## src/common/adcsr_regs.vh

```
// register map of the amplifier control and status group
// assumes an 8-bit register pointer and 16-bit register words
`ifndef ADCSR_REGS_VH
`define ADCSR_REGS_VH

`define ADCSR_HP_FILTER_CTRL_OFS    8'h12
`define ADCSR_GAIN_CTRL_OFS         8'h13
`define ADCSR_MUTE_LIMITER_CTRL_OFS 8'h14
`define ADCSR_MISC_STATUS_OFS       8'h15

`define ADCSR_HP_CORNER_RST   9'h004
`define ADCSR_GAIN_RST        8'hbd
`define ADCSR_ZERO_CROSS_RST  1'b1
`define ADCSR_GAIN_RSVD_RST   4'h0
`define ADCSR_DEEMPH_RST      2'h0
`define ADCSR_HARD_MUTE_RST   1'b0
`define ADCSR_SOFT_MUTE_RST   1'b0
`define ADCSR_PLIM_RST        8'hbd

`define ADCSR_ZERO_CROSS_BIT  12
`define ADCSR_DEEMPH_MSB      11
`define ADCSR_DEEMPH_LSB      10
`define ADCSR_HARD_MUTE_BIT   9
`define ADCSR_SOFT_MUTE_BIT   8

`define ADCSR_ST_SWITCHING_BIT 14
`define ADCSR_ST_REG_GOOD_BIT  13
`define ADCSR_ST_AMP_MSB       10
`define ADCSR_ST_AMP_LSB       9
`define ADCSR_ST_IN2_RATIO_BIT 8
`define ADCSR_ST_IN2_HIGH_BIT  7
`define ADCSR_ST_IN2_LOW_BIT   6
`define ADCSR_ST_IN1_RATIO_BIT 5
`define ADCSR_ST_IN1_HIGH_BIT  4
`define ADCSR_ST_IN1_LOW_BIT   3
`define ADCSR_ST_OCP_A_BIT     2
`define ADCSR_ST_OCP_B_BIT     1

`define ADCSR_I2C_BASE_ADDR   5'h1a

`endif

```

## src/hw/adcsr_sync.v

```verilog
// two-stage synchroniser for pin-level inputs
// assumes the inputs are asynchronous to clk
module adcsr_sync #(
	parameter WIDTH = 1
) (
	input  wire             clk,
	input  wire             reset_n,
	input  wire [WIDTH-1:0] async_in,
	output reg  [WIDTH-1:0] sync_out
);
	reg [WIDTH-1:0] meta_reg;

	always @(posedge clk or negedge reset_n) begin
		if (!reset_n) begin
			meta_reg <= {WIDTH{1'b0}};
			sync_out <= {WIDTH{1'b0}};
		end else begin
			meta_reg <= async_in;
			sync_out <= meta_reg;
		end
	end
endmodule // adcsr_sync

```

## src/hw/adcsr_clkmon.v

```verilog
// frame clock and bit clock monitor for one serial audio input
// assumes synchronised clocks and limits set by the selected format
module adcsr_clkmon (
	input  wire        clk,
	input  wire        reset_n,
	input  wire        bit_clock_s,
	input  wire        frame_clock_s,
	input  wire [15:0] period_min,
	input  wire [15:0] period_max,
	input  wire [7:0]  ratio_expect,
	output reg         ratio_error,
	output reg         rate_high,
	output reg         rate_low
);
	reg        bclk_d_reg;
	reg        fclk_d_reg;
	reg        started_reg;
	reg [15:0] period_reg;
	reg [7:0]  bits_reg;
	wire       fclk_rise = frame_clock_s & ~fclk_d_reg;
	wire       bclk_rise = bit_clock_s & ~bclk_d_reg;

	always @(posedge clk or negedge reset_n) begin
		if (!reset_n) begin
			bclk_d_reg  <= 1'b0;
			fclk_d_reg  <= 1'b0;
			started_reg <= 1'b0;
			period_reg  <= 16'h0000;
			bits_reg    <= 8'h00;
			ratio_error <= 1'b0;
			rate_high   <= 1'b0;
			rate_low    <= 1'b0;
		end else begin
			bclk_d_reg <= bit_clock_s;
			fclk_d_reg <= frame_clock_s;
			if (fclk_rise) begin
				started_reg <= 1'b1;
				period_reg  <= 16'h0001;
				bits_reg    <= {7'h00, bclk_rise};
				// flags follow the last frame, nothing latches
				if (started_reg) begin
					rate_high   <= (period_reg < period_min);
					rate_low    <= (period_reg > period_max);
					ratio_error <= (bits_reg != ratio_expect);
				end
			end else begin
				if (period_reg != 16'hffff)
					period_reg <= period_reg + 16'h0001;
				if (bclk_rise && bits_reg != 8'hff)
					bits_reg <= bits_reg + 8'h01;
				// frame clock stalled: too slow
				if (period_reg > period_max)
					rate_low <= 1'b1;
			end
		end
	end
endmodule // adcsr_clkmon

```

## src/hw/adcsr_top.v

```verilog
// control and status register group of the amplifier, reached over I2C
// assumes open-drain pad logic outside, DSP and power stage on clk
`include "adcsr_regs.vh"
module adcsr_top #(
	parameter MUTE_PWM_HALF = 16'd250,
	parameter RAMP_STEP     = 16'd1000
) (
	input  wire        clk,
	input  wire        reset_n,
	input  wire        scl_in,
	input  wire        sda_in,
	output wire        sda_out,
	output reg         sda_oe,
	input  wire [1:0]  i2c_addr_sel,
	input  wire        serial1_bit_clock,
	input  wire        serial1_frame_clock,
	input  wire        serial2_bit_clock,
	input  wire        serial2_frame_clock,
	input  wire [15:0] input1_period_min,
	input  wire [15:0] input1_period_max,
	input  wire [7:0]  input1_ratio_expect,
	input  wire [15:0] input2_period_min,
	input  wire [15:0] input2_period_max,
	input  wire [7:0]  input2_ratio_expect,
	input  wire        audio_zero_cross,
	input  wire        power_stage_switching,
	input  wire        analog_regulator_on,
	input  wire        analog_regulator_level_ok,
	input  wire [1:0]  output_stage_mode_state,
	input  wire        overcurrent_active_pin_a,
	input  wire        overcurrent_active_pin_b,
	output reg  [8:0]  highpass_corner_setting,
	output reg  [7:0]  gain_setting,
	output reg  [7:0]  gain_applied,
	output reg  [1:0]  deemph_select,
	output reg  [7:0]  power_limit_setting,
	output reg         hard_mute_active,
	output reg         mute_pwm,
	output reg  [7:0]  soft_mute_gain
);
	localparam ST_IDLE = 5'b00001;
	localparam ST_RX   = 5'b00010;
	localparam ST_ACK  = 5'b00100;
	localparam ST_TX   = 5'b01000;
	localparam ST_RACK = 5'b10000;

	reg        zero_cross_update_enable;
	reg  [3:0] gain_rsvd_reg;
	reg        soft_mute_enable;
	wire [1:0] pins_n_s;
	wire [1:0] addr_s;
	wire [3:0] serial_s;
	reg        scl_d_reg;
	reg        sda_d_reg;
	reg  [4:0] state_reg;
	reg  [3:0] bit_cnt_reg;
	reg  [7:0] shift_reg;
	reg  [1:0] byte_idx_reg;
	reg        rw_reg;
	reg        half_reg;
	reg  [7:0] ptr_reg;
	reg  [7:0] msb_hold_reg;
	reg        mack_reg;
	reg [15:0] pwm_cnt_reg;
	reg [15:0] ramp_cnt_reg;
	reg  [4:0] ramp_pos_reg;
	reg [15:0] rd_word;
	reg [15:0] status_word;
	wire       scl_s = ~pins_n_s[0];
	wire       sda_s = ~pins_n_s[1];
	wire       scl_rise = scl_s & ~scl_d_reg;
	wire       scl_fall = ~scl_s & scl_d_reg;
	wire       start_cond = scl_s & scl_d_reg & ~sda_s & sda_d_reg;
	wire       stop_cond = scl_s & scl_d_reg & sda_s & ~sda_d_reg;
	wire       in1_ratio;
	wire       in1_high;
	wire       in1_low;
	wire       in2_ratio;
	wire       in2_high;
	wire       in2_low;
	wire [6:0] own_addr = {`ADCSR_I2C_BASE_ADDR, addr_s};
	wire       wr_commit;
	wire [15:0] wr_word = {msb_hold_reg, shift_reg};

	assign sda_out = 1'b0;

	// pins pass inverted so the synchroniser's reset level is the idle-high bus
	adcsr_sync #(.WIDTH(2)) u_pin_sync (
		.clk      (clk),
		.reset_n  (reset_n),
		.async_in ({~sda_in, ~scl_in}),
		.sync_out (pins_n_s)
	);

	adcsr_sync #(.WIDTH(2)) u_addr_sync (
		.clk      (clk),
		.reset_n  (reset_n),
		.async_in (i2c_addr_sel),
		.sync_out (addr_s)
	);

	adcsr_sync #(.WIDTH(4)) u_serial_sync (
		.clk      (clk),
		.reset_n  (reset_n),
		.async_in ({serial2_frame_clock, serial2_bit_clock,
		            serial1_frame_clock, serial1_bit_clock}),
		.sync_out (serial_s)
	);

	adcsr_clkmon u_mon1 (
		.clk           (clk),
		.reset_n       (reset_n),
		.bit_clock_s   (serial_s[0]),
		.frame_clock_s (serial_s[1]),
		.period_min    (input1_period_min),
		.period_max    (input1_period_max),
		.ratio_expect  (input1_ratio_expect),
		.ratio_error   (in1_ratio),
		.rate_high     (in1_high),
		.rate_low      (in1_low)
	);

	adcsr_clkmon u_mon2 (
		.clk           (clk),
		.reset_n       (reset_n),
		.bit_clock_s   (serial_s[2]),
		.frame_clock_s (serial_s[3]),
		.period_min    (input2_period_min),
		.period_max    (input2_period_max),
		.ratio_expect  (input2_ratio_expect),
		.ratio_error   (in2_ratio),
		.rate_high     (in2_high),
		.rate_low      (in2_low)
	);

	// status word, rebuilt every cycle from live inputs
	always @* begin
		status_word = 16'h0000;
		status_word[`ADCSR_ST_SWITCHING_BIT] = power_stage_switching;
		status_word[`ADCSR_ST_REG_GOOD_BIT] = analog_regulator_on &
		                                      analog_regulator_level_ok;
		status_word[`ADCSR_ST_AMP_MSB:`ADCSR_ST_AMP_LSB] = output_stage_mode_state;
		status_word[`ADCSR_ST_IN2_RATIO_BIT] = in2_ratio;
		status_word[`ADCSR_ST_IN2_HIGH_BIT] = in2_high;
		status_word[`ADCSR_ST_IN2_LOW_BIT] = in2_low;
		status_word[`ADCSR_ST_IN1_RATIO_BIT] = in1_ratio;
		status_word[`ADCSR_ST_IN1_HIGH_BIT] = in1_high;
		status_word[`ADCSR_ST_IN1_LOW_BIT] = in1_low;
		status_word[`ADCSR_ST_OCP_A_BIT] = ~overcurrent_active_pin_a;
		status_word[`ADCSR_ST_OCP_B_BIT] = ~overcurrent_active_pin_b;
	end

	// read mux; unmapped pointers read zero
	always @* begin
		if (ptr_reg == `ADCSR_HP_FILTER_CTRL_OFS)
			rd_word = {7'h00, highpass_corner_setting};
		else if (ptr_reg == `ADCSR_GAIN_CTRL_OFS)
			rd_word = {3'h0, zero_cross_update_enable, gain_rsvd_reg, gain_setting};
		else if (ptr_reg == `ADCSR_MUTE_LIMITER_CTRL_OFS)
			rd_word = {4'h0, deemph_select, hard_mute_active, soft_mute_enable,
			           power_limit_setting};
		else if (ptr_reg == `ADCSR_MISC_STATUS_OFS)
			rd_word = status_word;
		else
			rd_word = 16'h0000;
	end

	assign wr_commit = (state_reg == ST_RX) && scl_fall && (bit_cnt_reg == 4'd8) &&
	                   !rw_reg && (byte_idx_reg == 2'd2) && half_reg;

	// I2C slave: address, pointer, then 16-bit words MSB first
	always @(posedge clk or negedge reset_n) begin
		if (!reset_n) begin
			scl_d_reg    <= 1'b1;
			sda_d_reg    <= 1'b1;
			state_reg    <= ST_IDLE;
			bit_cnt_reg  <= 4'h0;
			shift_reg    <= 8'h00;
			byte_idx_reg <= 2'd0;
			rw_reg       <= 1'b0;
			half_reg     <= 1'b0;
			ptr_reg      <= 8'h00;
			msb_hold_reg <= 8'h00;
			mack_reg     <= 1'b1;
			sda_oe       <= 1'b0;
		end else begin
			scl_d_reg <= scl_s;
			sda_d_reg <= sda_s;
			if (start_cond) begin
				state_reg    <= ST_RX;
				bit_cnt_reg  <= 4'h0;
				byte_idx_reg <= 2'd0;
				half_reg     <= 1'b0;
				sda_oe       <= 1'b0;
			end else if (stop_cond) begin
				state_reg <= ST_IDLE;
				sda_oe    <= 1'b0;
			end else begin
				case (state_reg)
				ST_RX: begin
					if (scl_rise) begin
						shift_reg   <= {shift_reg[6:0], sda_s};
						bit_cnt_reg <= bit_cnt_reg + 4'h1;
					end else if (scl_fall && bit_cnt_reg == 4'd8) begin
						bit_cnt_reg <= 4'h0;
						if (byte_idx_reg == 2'd0) begin
							if (shift_reg[7:1] == own_addr) begin
								rw_reg       <= shift_reg[0];
								byte_idx_reg <= 2'd1;
								state_reg    <= ST_ACK;
								sda_oe       <= 1'b1;
							end else begin
								state_reg <= ST_IDLE;
							end
						end else begin
							if (byte_idx_reg == 2'd1) begin
								ptr_reg      <= shift_reg;
								byte_idx_reg <= 2'd2;
								half_reg     <= 1'b0;
							end else if (!half_reg) begin
								msb_hold_reg <= shift_reg;
								half_reg     <= 1'b1;
							end else begin
								ptr_reg  <= ptr_reg + 8'h01;
								half_reg <= 1'b0;
							end
							state_reg <= ST_ACK;
							sda_oe    <= 1'b1;
						end
					end
				end
				ST_ACK: begin
					if (scl_fall) begin
						if (rw_reg) begin
							state_reg   <= ST_TX;
							shift_reg   <= half_reg ? rd_word[7:0] : rd_word[15:8];
							sda_oe      <= half_reg ? ~rd_word[7] : ~rd_word[15];
							bit_cnt_reg <= 4'h0;
						end else begin
							state_reg <= ST_RX;
							sda_oe    <= 1'b0;
						end
					end
				end
				ST_TX: begin
					if (scl_fall) begin
						if (bit_cnt_reg == 4'd7) begin
							state_reg <= ST_RACK;
							sda_oe    <= 1'b0;
							if (half_reg)
								ptr_reg <= ptr_reg + 8'h01;
							half_reg <= ~half_reg;
						end else begin
							shift_reg   <= {shift_reg[6:0], 1'b0};
							sda_oe      <= ~shift_reg[6];
							bit_cnt_reg <= bit_cnt_reg + 4'h1;
						end
					end
				end
				ST_RACK: begin
					if (scl_rise)
						mack_reg <= sda_s;
					else if (scl_fall) begin
						if (!mack_reg) begin
							state_reg   <= ST_TX;
							shift_reg   <= half_reg ? rd_word[7:0] : rd_word[15:8];
							sda_oe      <= half_reg ? ~rd_word[7] : ~rd_word[15];
							bit_cnt_reg <= 4'h0;
						end else begin
							state_reg <= ST_IDLE;
						end
					end
				end
				default: begin
					state_reg <= ST_IDLE;
					sda_oe    <= 1'b0;
				end
				endcase
			end
		end
	end

	// control registers; status offset has no write path
	always @(posedge clk or negedge reset_n) begin
		if (!reset_n) begin
			highpass_corner_setting  <= `ADCSR_HP_CORNER_RST;
			gain_setting             <= `ADCSR_GAIN_RST;
			zero_cross_update_enable <= `ADCSR_ZERO_CROSS_RST;
			gain_rsvd_reg            <= `ADCSR_GAIN_RSVD_RST;
			deemph_select            <= `ADCSR_DEEMPH_RST;
			hard_mute_active         <= `ADCSR_HARD_MUTE_RST;
			soft_mute_enable         <= `ADCSR_SOFT_MUTE_RST;
			power_limit_setting      <= `ADCSR_PLIM_RST;
		end else if (wr_commit) begin
			if (ptr_reg == `ADCSR_HP_FILTER_CTRL_OFS) begin
				highpass_corner_setting <= wr_word[8:0];
			end else if (ptr_reg == `ADCSR_GAIN_CTRL_OFS) begin
				gain_setting             <= wr_word[7:0];
				gain_rsvd_reg            <= wr_word[11:8];
				zero_cross_update_enable <= wr_word[`ADCSR_ZERO_CROSS_BIT];
			end else if (ptr_reg == `ADCSR_MUTE_LIMITER_CTRL_OFS) begin
				deemph_select       <= wr_word[`ADCSR_DEEMPH_MSB:`ADCSR_DEEMPH_LSB];
				hard_mute_active    <= wr_word[`ADCSR_HARD_MUTE_BIT];
				soft_mute_enable    <= wr_word[`ADCSR_SOFT_MUTE_BIT];
				power_limit_setting <= wr_word[7:0];
			end
		end
	end

	// raised cosine ramp table, 17 points from silence to full
	function [7:0] adcsr_rcos;
		input [4:0] pos;
		begin
			case (pos)
			5'd0:    adcsr_rcos = 8'h00;
			5'd1:    adcsr_rcos = 8'h02;
			5'd2:    adcsr_rcos = 8'h09;
			5'd3:    adcsr_rcos = 8'h15;
			5'd4:    adcsr_rcos = 8'h25;
			5'd5:    adcsr_rcos = 8'h38;
			5'd6:    adcsr_rcos = 8'h4e;
			5'd7:    adcsr_rcos = 8'h66;
			5'd8:    adcsr_rcos = 8'h80;
			5'd9:    adcsr_rcos = 8'h99;
			5'd10:   adcsr_rcos = 8'hb1;
			5'd11:   adcsr_rcos = 8'hc7;
			5'd12:   adcsr_rcos = 8'hda;
			5'd13:   adcsr_rcos = 8'hea;
			5'd14:   adcsr_rcos = 8'hf6;
			5'd15:   adcsr_rcos = 8'hfd;
			default: adcsr_rcos = 8'hff;
			endcase
		end
	endfunction

	// gain apply, hard mute PWM and soft mute ramp
	always @(posedge clk or negedge reset_n) begin
		if (!reset_n) begin
			gain_applied     <= `ADCSR_GAIN_RST;
			pwm_cnt_reg      <= 16'h0000;
			mute_pwm         <= 1'b0;
			ramp_cnt_reg     <= 16'h0000;
			ramp_pos_reg     <= 5'd16;
			soft_mute_gain   <= 8'hff;
		end else begin
			// with zero-cross update on, a new gain waits for a crossing
			if (!zero_cross_update_enable || audio_zero_cross)
				gain_applied <= gain_setting;
			if (!hard_mute_active) begin
				pwm_cnt_reg <= 16'h0000;
				mute_pwm    <= 1'b0;
			end else if (pwm_cnt_reg == MUTE_PWM_HALF - 16'd1) begin
				pwm_cnt_reg <= 16'h0000;
				mute_pwm    <= ~mute_pwm;
			end else begin
				pwm_cnt_reg <= pwm_cnt_reg + 16'h0001;
			end
			if (ramp_cnt_reg == RAMP_STEP - 16'd1) begin
				ramp_cnt_reg <= 16'h0000;
				if (soft_mute_enable && ramp_pos_reg != 5'd0)
					ramp_pos_reg <= ramp_pos_reg - 5'd1;
				else if (!soft_mute_enable && ramp_pos_reg != 5'd16)
					ramp_pos_reg <= ramp_pos_reg + 5'd1;
			end else begin
				ramp_cnt_reg <= ramp_cnt_reg + 16'h0001;
			end
			soft_mute_gain <= adcsr_rcos(ramp_pos_reg);
		end
	end
endmodule // adcsr_top

```

## config.mk

```make
export PLATFORM = sky130hd
export DESIGN_NAME = adcsr_top
export DESIGN_NICKNAME = d
export VERILOG_FILES = /design/src/hw/adcsr_sync.v /design/src/hw/adcsr_clkmon.v /design/src/hw/adcsr_top.v
export VERILOG_INCLUDE_DIRS = /design/src /design/src/common
export SDC_FILE = /design/constraint.sdc
export NUM_CORES = 1
export LEC_CHECK = 0
export BUFFER_PORTS_ARGS = -buffer_cell sky130_fd_sc_hd__buf_2
export CORE_MARGIN = 1
export CORE_UTILIZATION = 40
export CTS_BUF_LIST = sky130_fd_sc_hd__clkbuf_16
export CTS_CLUSTER_DIAMETER = 60
export CTS_CLUSTER_SIZE = 14
export DETAILED_ROUTE_END_ITERATION = 8
export PLACE_DENSITY = 0.66
export SLEW_MARGIN = 25
export SYNTH_ARGS = -nofsm -noshare
export SYNTH_HDL_FRONTEND = slang
export SYNTH_SLANG_ARGS = --single-unit
```

## constraint.sdc

```tcl
create_clock -name clk -period 3.06 [get_ports clk]
set_input_delay 0.306 -clock clk [delete_from_list [all_inputs] [get_ports clk]]
set_output_delay 0.306 -clock clk [all_outputs]
set_load 0.03 [all_outputs]
```

==> results of run 1 <==
[metrics by stage]
stage          power, mW  std cells  worst slack [ns]    util  cell area [um^2]
2_1_floorplan      3.335       1192            0.6855       -             11650
4_1_cts            6.583       1756            0.3714  0.4796             13770
3_5_place_dp       3.628       1703            0.3974  0.4484             12870
3_3_place_gp       3.606       1703            0.4749  0.4484             12870
6_report           6.497       1757            0.3466  0.4797             13770
5_1_grt            6.819       1756           0.02553  0.4796             13770
[routing by layer]
layer / share of wire / vias to the layer above / global-route usage
met5: 0 / - / 0
met4: 0.021 / 0 / 0.04757
met3: 0.043 / 38 / 0.02990
met2: 0.45 / 208 / 0.3024
met1: 0.48 / 4389 / 0.2704
li1: - / 4562 / -
[worst max-delay path, cell delays in order (launching register included)]
cell and delay [ns]:
sky130_fd_sc_hd__dfrtp_1 0.49, sky130_fd_sc_hd__inv_1 0.24, sky130_fd_sc_hd__ha_1 0.21, sky130_fd_sc_hd__nand2_1 0.07
sky130_fd_sc_hd__o21ai_0 0.40, sky130_fd_sc_hd__inv_1 0.17, sky130_fd_sc_hd__ha_1 0.35, sky130_fd_sc_hd__a21o_1 0.17
sky130_fd_sc_hd__a21oi_1 0.18, sky130_fd_sc_hd__xnor2_1 0.13, sky130_fd_sc_hd__nor2_1 0.07, sky130_fd_sc_hd__xnor2_1 0.16
[cell type report]
cell class / instances / area share
diodes: 1 / 0.0001818
clock buffers: 25 / 0.04544
clock inverters: 19 / 0.01300
inverters: 92 / 0.02508
multi-input cells: 861 / 0.4397
flip-flops and latches: 202 / 0.3701
well taps: 384 / 0.03490
repair buffers: 173 / 0.07152
[cell families (layout without fill, tap and decap cells)]
family,after synthesis,after routing,share of synthesized area
buf+inv,129,309,0.04348
other cells,1,2,0.0003218
xor+xnor,89,89,0.06688
mux,56,56,0.05357
flops,202,202,0.4373
simple gates,395,395,0.1749
compound gates,234,234,0.1307
fa+ha+maj,86,86,0.09297
[worst max-delay path by stage]
stage / from / endpoint / slack [ns]
floorplan: ramp_pos_reg[0] / ramp_pos_reg[4] / 0.69
global placement: state_reg[3] / gain_rsvd_reg[1] / 0.47
detailed placement: ramp_pos_reg[0] / ramp_pos_reg[4] / 0.40
CTS: ramp_pos_reg[0] / ramp_pos_reg[4] / 0.37
global route: ramp_pos_reg[0] / ramp_pos_reg[4] / 0.03
finish: ramp_pos_reg[0] / ramp_pos_reg[4] / 0.35
[synthesized netlist by cell type (4+ instances only)]
cell type | n | share of area
sky130_fd_sc_hd__o21ai_0 | 53 | 0.023
sky130_fd_sc_hd__and3_1 | 10 | 0.0054
sky130_fd_sc_hd__dfstp_2 | 33 | 0.074
sky130_fd_sc_hd__dfrtp_1 | 169 | 0.36
sky130_fd_sc_hd__a21oi_1 | 56 | 0.024
sky130_fd_sc_hd__or4_1 | 4 | 0.0026
sky130_fd_sc_hd__inv_1 | 92 | 0.030
sky130_fd_sc_hd__mux2_2 | 51 | 0.049
sky130_fd_sc_hd__a22oi_1 | 10 | 0.0064
sky130_fd_sc_hd__o22ai_1 | 6 | 0.0032
sky130_fd_sc_hd__nor3_1 | 20 | 0.0086
sky130_fd_sc_hd__nor2b_1 | 15 | 0.0081
sky130_fd_sc_hd__nand4_1 | 43 | 0.023
sky130_fd_sc_hd__xor2_1 | 38 | 0.029
sky130_fd_sc_hd__nand2b_1 | 12 | 0.0064
sky130_fd_sc_hd__a211oi_1 | 8 | 0.0052
sky130_fd_sc_hd__nand3b_1 | 5 | 0.0032
sky130_fd_sc_hd__a221oi_1 | 7 | 0.0053
sky130_fd_sc_hd__and2_1 | 4 | 0.0021
sky130_fd_sc_hd__or3_1 | 9 | 0.0048
sky130_fd_sc_hd__mux2i_1 | 5 | 0.0043
sky130_fd_sc_hd__nor4_1 | 8 | 0.0043
sky130_fd_sc_hd__and4_1 | 8 | 0.0060
sky130_fd_sc_hd__o211ai_1 | 10 | 0.0064
sky130_fd_sc_hd__xnor2_1 | 51 | 0.038
sky130_fd_sc_hd__nor3b_1 | 6 | 0.0039
sky130_fd_sc_hd__a31oi_1 | 10 | 0.0054
sky130_fd_sc_hd__nand2_1 | 84 | 0.027
sky130_fd_sc_hd__o22a_1 | 10 | 0.0075
sky130_fd_sc_hd__a21o_1 | 25 | 0.016
sky130_fd_sc_hd__o21a_1 | 9 | 0.0058
sky130_fd_sc_hd__nand3_1 | 37 | 0.016
sky130_fd_sc_hd__clkbuf_1 | 30 | 0.0097
sky130_fd_sc_hd__nor2_1 | 107 | 0.034
sky130_fd_sc_hd__ha_1 | 85 | 0.091
[power groups by stage]
stage | logic [mW] | registers [mW] | clock network (mW)
2_1_floorplan | 0.423 | 2.91 | 0
3_3_place_gp | 0.623 | 2.98 | 0
3_5_place_dp | 0.643 | 2.99 | 0
4_1_cts | 0.656 | 2.94 | 2.99
5_1_grt | 0.757 | 2.96 | 3.11
6_report | 0.644 | 2.94 | 2.91
==> impl_summary.txt, run 1 <==
----------------------------------------------------
[Outcome]
  Outcome ... completed

[Clocking]
  Post-CTS Hold Fix Bufs ... 9
  Cts bufs inserted ... 24
  Clock tree buffer depth ... 3
  CTS sink cnt ... 202
  Cts repair resizes ... 0
  Deepest level of the CTS H-tree ... 1
  Insertion delay of the later-clocked pin in the worst-skew pair ... 0.54 ns
  Clock root buffer ... sky130_fd_sc_hd__clkbuf_16
  Clock tree from TritonCTS ... yes
  Post-CTS setup buffers ... 0
  Worst-path clk slew ... 0.06 ns

[Setup path]
  Crit-path max FO ... 9
  Data required time of the critical path ... 3.52 ns
  Type of origin of the critical path ... flop
  Startpoint of the most critical register-to-register path ... ramp_pos_reg[0]
  Critical path arrival ... 3.17 ns
  FF-to-FF End ... ramp_pos_reg[4]
  Setup crit end kind ... flop
  Reg2Reg Setup Slack ... 0.35 ns
  Classification of the worst setup path ... reg2reg
  Reg2Reg Depth ... 11

[Final layout]
  Multi-input gate area ... 6055 um^2
  Most common cell after layout, fill and taps aside ... sky130_fd_sc_hd__dfrtp_1
  Layout-stage area growth over the synthesis result ... 18.13%
  Footprint of the flip-flops and latches ... 5096 um^2
  FILL cells ... 2719
  Final layout net count ... 1538
  Share of cells above drive strength 1 ... 0.2216
  Commonest cells after routing, fill and taps aside ... sky130_fd_sc_hd__dfrtp_1, sky130_fd_sc_hd__buf_2, sky130_fd_sc_hd__nor2_1

[Logic synthesis]
  Sequential share of the synthesized area ... 0.4373
  Yosys warns ... 0
  Number of enable flip-flop cells after synthesis ... 0
  Post-synth cell types ... 72
  Cell count after synthesis ... 1192
  Post-Synthesis Net Count ... 1376
  Most instantiated flip-flop cell in the synthesis netlist ... sky130_fd_sc_hd__dfrtp_1
  Syn_area_per_cell ... 9.778 um^2
  Synth Register Bits ... 202
  Async set or reset register ratio after synthesis ... 1.000
  Post-Syn Area ... 11650 um^2

[Power]
  Switch Pwr ... 1.737 mW
  Proportion of power drawn by combinational gates ... 0.099
  Power share of the sequential group ... 0.453
  Net Sw Frac ... 0.2673
  Maximum VDD drop ... 0.3794 mV
  Power density over cell area ... 471.9 nW/um^2
  Cell leakage power ... 6.649 nW
  Clock network power share ... 0.448
  Internal power ... 4.760 mW

[Timing]
  Worst Skew ... 0.02865 ns
  Hold Fails Final Rpt ... 0
  Final period demand of the worst path ... 2.713 ns
  Final-layout worst hold slack ... 0.2117 ns
  Fraction of the cycle the final worst path needs ... 0.8867
  Setup TNS Final ... 0 ns
  Achievable Freq ... 368.5 MHz
  Worst slew pin tran ... 0.8669 ns
  # setup viols final ... 0
  Final slew viol count ... 0
  Setup repair after global routing missed its margin ... no
  Relative slew margins ... 0.4209

[Detailed routing]
  Detail Route Antenna Nets ... 0
  Via count normalized by instance count ... 5.234
  Initial detailed-routing violation count ... 545
  Via count ... 9197
  Drt pass-1 iters ... 5
  Final WL ... 28.18 mm
  Number of design rule violations left after detail routing ... 0
  Drt wl/cell ... 16.04 um

[GRT]
  Initial antenna violation count ... 1
  Wire length of the first global-routing pass ... 46.70 mm
  Number of global-route vias before repair ... 8900
  Tot GR Track Use ... 0.1901
  Total grt overflow ... 0
  Largest net degree at the start of global routing ... 90

[Die]
  Core outline area ... 28700 um^2
  Initial cell density of the core ... 0.4061
  Count of boundary I/O pins ... 145
  Vertical extent of the die ... 172.7 um
  FP Rows ... 62
  Overall die area ... 29820 um^2
  Chip width ... 172.7 um

[Placement]
  Gpl congestion ... 0.9254
  Port Buffer Count ... 143
  Detailed Place HPWL ... 20.83 mm

[Job]
  Max-cap violations ... 0

[Min path]
  Destination of the worst hold path ... u_mon1.ratio_error
  HP Class ... in2reg
  Hold Path Origin ... input1_ratio_expect[6]
  Min-Delay Path Depth ... 5

----------------------------------------------------
Power figures use the tool's default switching activity.
==> inputs of run 2 (changes only) <==
--- a/config.mk
+++ b/config.mk
@@ -13,8 +13,8 @@
 export CTS_CLUSTER_DIAMETER = 60
 export CTS_CLUSTER_SIZE = 14
 export DETAILED_ROUTE_END_ITERATION = 8
-export PLACE_DENSITY = 0.66
 export SLEW_MARGIN = 25
 export SYNTH_ARGS = -nofsm -noshare
 export SYNTH_HDL_FRONTEND = slang
+export SYNTH_HIERARCHICAL = 1
 export SYNTH_SLANG_ARGS = --single-unit
==> run 2 against run 1 <==
Combinational power is 4.7% lower. Critical endpoint is now highpass_corner_setting[6]. Maximum frequency is 4.0% higher. Sequential cell count stayed put. Total power is 4.1% lower. Largest power group unchanged. First-iteration DRC count is 4.8% lower. Core utilization hardly changed. Sequential share of layout area is 0.40 points lower. Count of clock-buffer cells in the layout is 1 lower. Register-to-register slack better by 0.10 ns.
==> impl_summary.txt, run 2 <==
----------------------------------------------------
[Outcome]
  Outcome ... completed

[Setup path]
  Crit-path max FO ... 9
  Setup crit end kind ... flop
  Classification of the worst setup path ... reg2reg
  Critical path arrival ... 3.00 ns
  Type of origin of the critical path ... flop
  Data required time of the critical path ... 3.45 ns

[Timing]
  Worst slew pin tran ... 0.8265 ns
  # setup viols final ... 0
  Achievable Freq ... 383.3 MHz
  Relative slew margins ... 0.4478
  Final slew viol count ... 0
  Hold Fails Final Rpt ... 0
  Final critical-path setup slack ... 0.4508 ns
  Final period demand of the worst path ... 2.609 ns
  Fraction of the cycle the final worst path needs ... 0.8527
  Setup repair after global routing missed its margin ... no
  Worst Skew ... 0.01119 ns
  Setup TNS Final ... 0 ns
  Final-layout worst hold slack ... 0.2139 ns

[Die]
  Initial cell density of the core ... 0.4106
  Count of boundary I/O pins ... 145
  Chip width ... 174.6 um
  Overall die area ... 30470 um^2
  Vertical extent of the die ... 174.6 um
  Core outline area ... 29010 um^2
  FP Rows ... 62

[Placement]
  Detailed Place HPWL ... 21.40 mm
  DP Worst Slack ... 0.4701 ns
  Gpl congestion ... 0.8709
  Port Buffer Count ... 143
  Number of placed instances with taps included ... 1722

[Detailed routing]
  Drt pass-1 iters ... 5
  Final WL ... 29.24 mm
  Number of design rule violations left after detail routing ... 0
  Initial detailed-routing violation count ... 519
  Drt wl/cell ... 16.51 um
  Via count ... 9441
  Via count normalized by instance count ... 5.331
  Detail Route Antenna Nets ... 0

[Final layout]
  Final layout net count ... 1556
  Layout-stage area growth over the synthesis result ... 16.84%
  Count of non-filler cells in the finished layout ... 1771
  Share of cells above drive strength 1 ... 0.2278
  Commonest cells after routing, fill and taps aside ... sky130_fd_sc_hd__dfrtp_1, sky130_fd_sc_hd__buf_2, sky130_fd_sc_hd__nor2_1
  Most common cell after layout, fill and taps aside ... sky130_fd_sc_hd__dfrtp_1
  FILL cells ... 2755
  Total inserted antenna cells ... 0

[Clocking]
  Worst-path clk slew ... 0.07 ns
  CTS sink cnt ... 202
  Clock root buffer ... sky130_fd_sc_hd__clkbuf_16
  Clock tree buffer depth ... 3
  Clock tree from TritonCTS ... yes
  Post-CTS setup buffers ... 0
  Deepest level of the CTS H-tree ... 1
  Insertion delay of the later-clocked pin in the worst-skew pair ... 0.51 ns
  Cts bufs inserted ... 23

[Logic synthesis]
  Synth Register Bits ... 202
  Syn_area_per_cell ... 9.771 um^2
  Yosys top cell area share ... 0.3550
  Largest cells by area after synthesis ... sky130_fd_sc_hd__dfrtp_1, sky130_fd_sc_hd__ha_1, sky130_fd_sc_hd__dfstp_2
  Cell with the most instances after synthesis ... sky130_fd_sc_hd__dfrtp_1
  Post-synth cell types ... 80
  Post-Syn Area ... 11910 um^2
  Most instantiated flip-flop cell in the synthesis netlist ... sky130_fd_sc_hd__dfrtp_1
  Cell count after synthesis ... 1219
  Leading area contributor after synthesis ... sky130_fd_sc_hd__dfrtp_1
  Post-Synthesis Net Count ... 1403
  Top cell types by occurrence after synthesis ... sky130_fd_sc_hd__dfrtp_1, sky130_fd_sc_hd__nor2_1, sky130_fd_sc_hd__nand2_1
  Number of enable flip-flop cells after synthesis ... 0
  Yosys warns ... 6
  Async set or reset register ratio after synthesis ... 1.000
  Sequential share of the synthesized area ... 0.4278

[Min path]
  HP Class ... in2reg

[Power]
  Power density over cell area ... 447.7 nW/um^2
  Total power consumption of the routed design ... 6.231 mW
  Maximum VDD drop ... 0.3556 mV
  Cell leakage power ... 6.649 nW

[GRT]
  Number of global-route vias before repair ... 9249
  Wire length of the first global-routing pass ... 48.18 mm
  Largest net degree at the start of global routing ... 67
  Total grt overflow ... 0
  Tot GR Track Use ... 0.1948
  Initial antenna violation count ... 1

[Job]
  Max-cap violations ... 0

----------------------------------------------------
-- run 2: changes by cell type in the layout (fill, tap and decap cells not counted), sizes merged, moves of 8 or more --
cell,before,now
inv,103,91
nand2,85,97
mux2i,5,13
nor2,108,129
nor3,23,12
a21o,25,10
nand4,43,34
a21oi,56,66
o211ai,10,19
o21ai,55,45
-- run 2: through the flow --
| step | util | cell area, um^2 |
|---|---|---|
| detailed placement | 0.4511 | 13090 |
| global placement | 0.4511 | 13090 |
| floorplan | - | 11910 |
| finish | 0.4797 | 13920 |
| CTS | 0.4797 | 13920 |
| global route | 0.4797 | 13920 |
-- run 2: final cells by class --
class | instances | area (um^2) | share of cell area
timing repair buffer | 169 | 967.2 | 0.06950
tap | 384 | 480.5 | 0.03452
sequential | 202 | 5096 | 0.3662
multi-input combinational | 894 | 6326 | 0.4546
clock buffer | 24 | 600.6 | 0.04315
clock inverter | 16 | 138.9 | 0.009979
inverter | 82 | 307.8 | 0.02212
-- run 2: final timing paths --
check	end	cells past startpoint	slack, ns	start
max	highpass_corner_setting[6]	6	0.45	ptr_reg[6]
min	u_mon2/ratio_error	5	0.21	input2_ratio_expect[5]
max reg2reg	highpass_corner_setting[6]	6	0.45	ptr_reg[6]
min reg2reg	u_pin_sync/sync_out[0]	0	0.35	u_pin_sync/meta_reg[0]
max in group asynchronous	state_reg[0]	3	1.88	reset_n
min in group asynchronous	ramp_cnt_reg[4]	2	0.35	reset_n
-- run 2: repair_timing --
item | 4_1_cts | 5_1_grt
gates resized for setup | 0 | 0
endpoints found under the setup margin | 0 | 0
hold endpoints to repair | 60 | 0
hold buffers | 9 | 0
-- run 2: power breakdown --
part	total [mW]	internal (mW)	switching, mW	leakage, nW
registers	2.91	2.76	0.151	2.60
clock network	2.70	1.54	1.17	0.380
logic	0.614	0.279	0.335	3.67
total	6.23	4.58	1.66	6.65
-- run 2: cell families (layout without fill, tap and decap cells) --
group,Yosys count,in the layout,synth area share
simple gates,422,422,0.1858
fa+ha+maj,86,86,0.09097
buf+inv,123,291,0.04107
other cells,1,1,0.0003148
flops,202,202,0.4278
mux,66,66,0.06103
compound gates,232,232,0.1290
xor+xnor,87,87,0.06397
-- run 2: layer usage --
metal / global-route usage / share of wire / vias up
li1: - / - / 4626
met1: 0.2722 / 0.47 / 4538
met2: 0.3171 / 0.46 / 235
met3: 0.02800 / 0.047 / 40
met4: 0.04783 / 0.019 / 2
met5: 0 / 0.00038 / -
-- run 2: worst max-delay path, stage by stage (launching register included) --
cell                      delay, ns
sky130_fd_sc_hd__dfrtp_1       0.40
sky130_fd_sc_hd__or4b_4        0.56
sky130_fd_sc_hd__nor2_1        0.18
sky130_fd_sc_hd__nand2_1       0.11
sky130_fd_sc_hd__or4_4         0.45
sky130_fd_sc_hd__nor2_2        0.40
sky130_fd_sc_hd__mux2_2        0.40
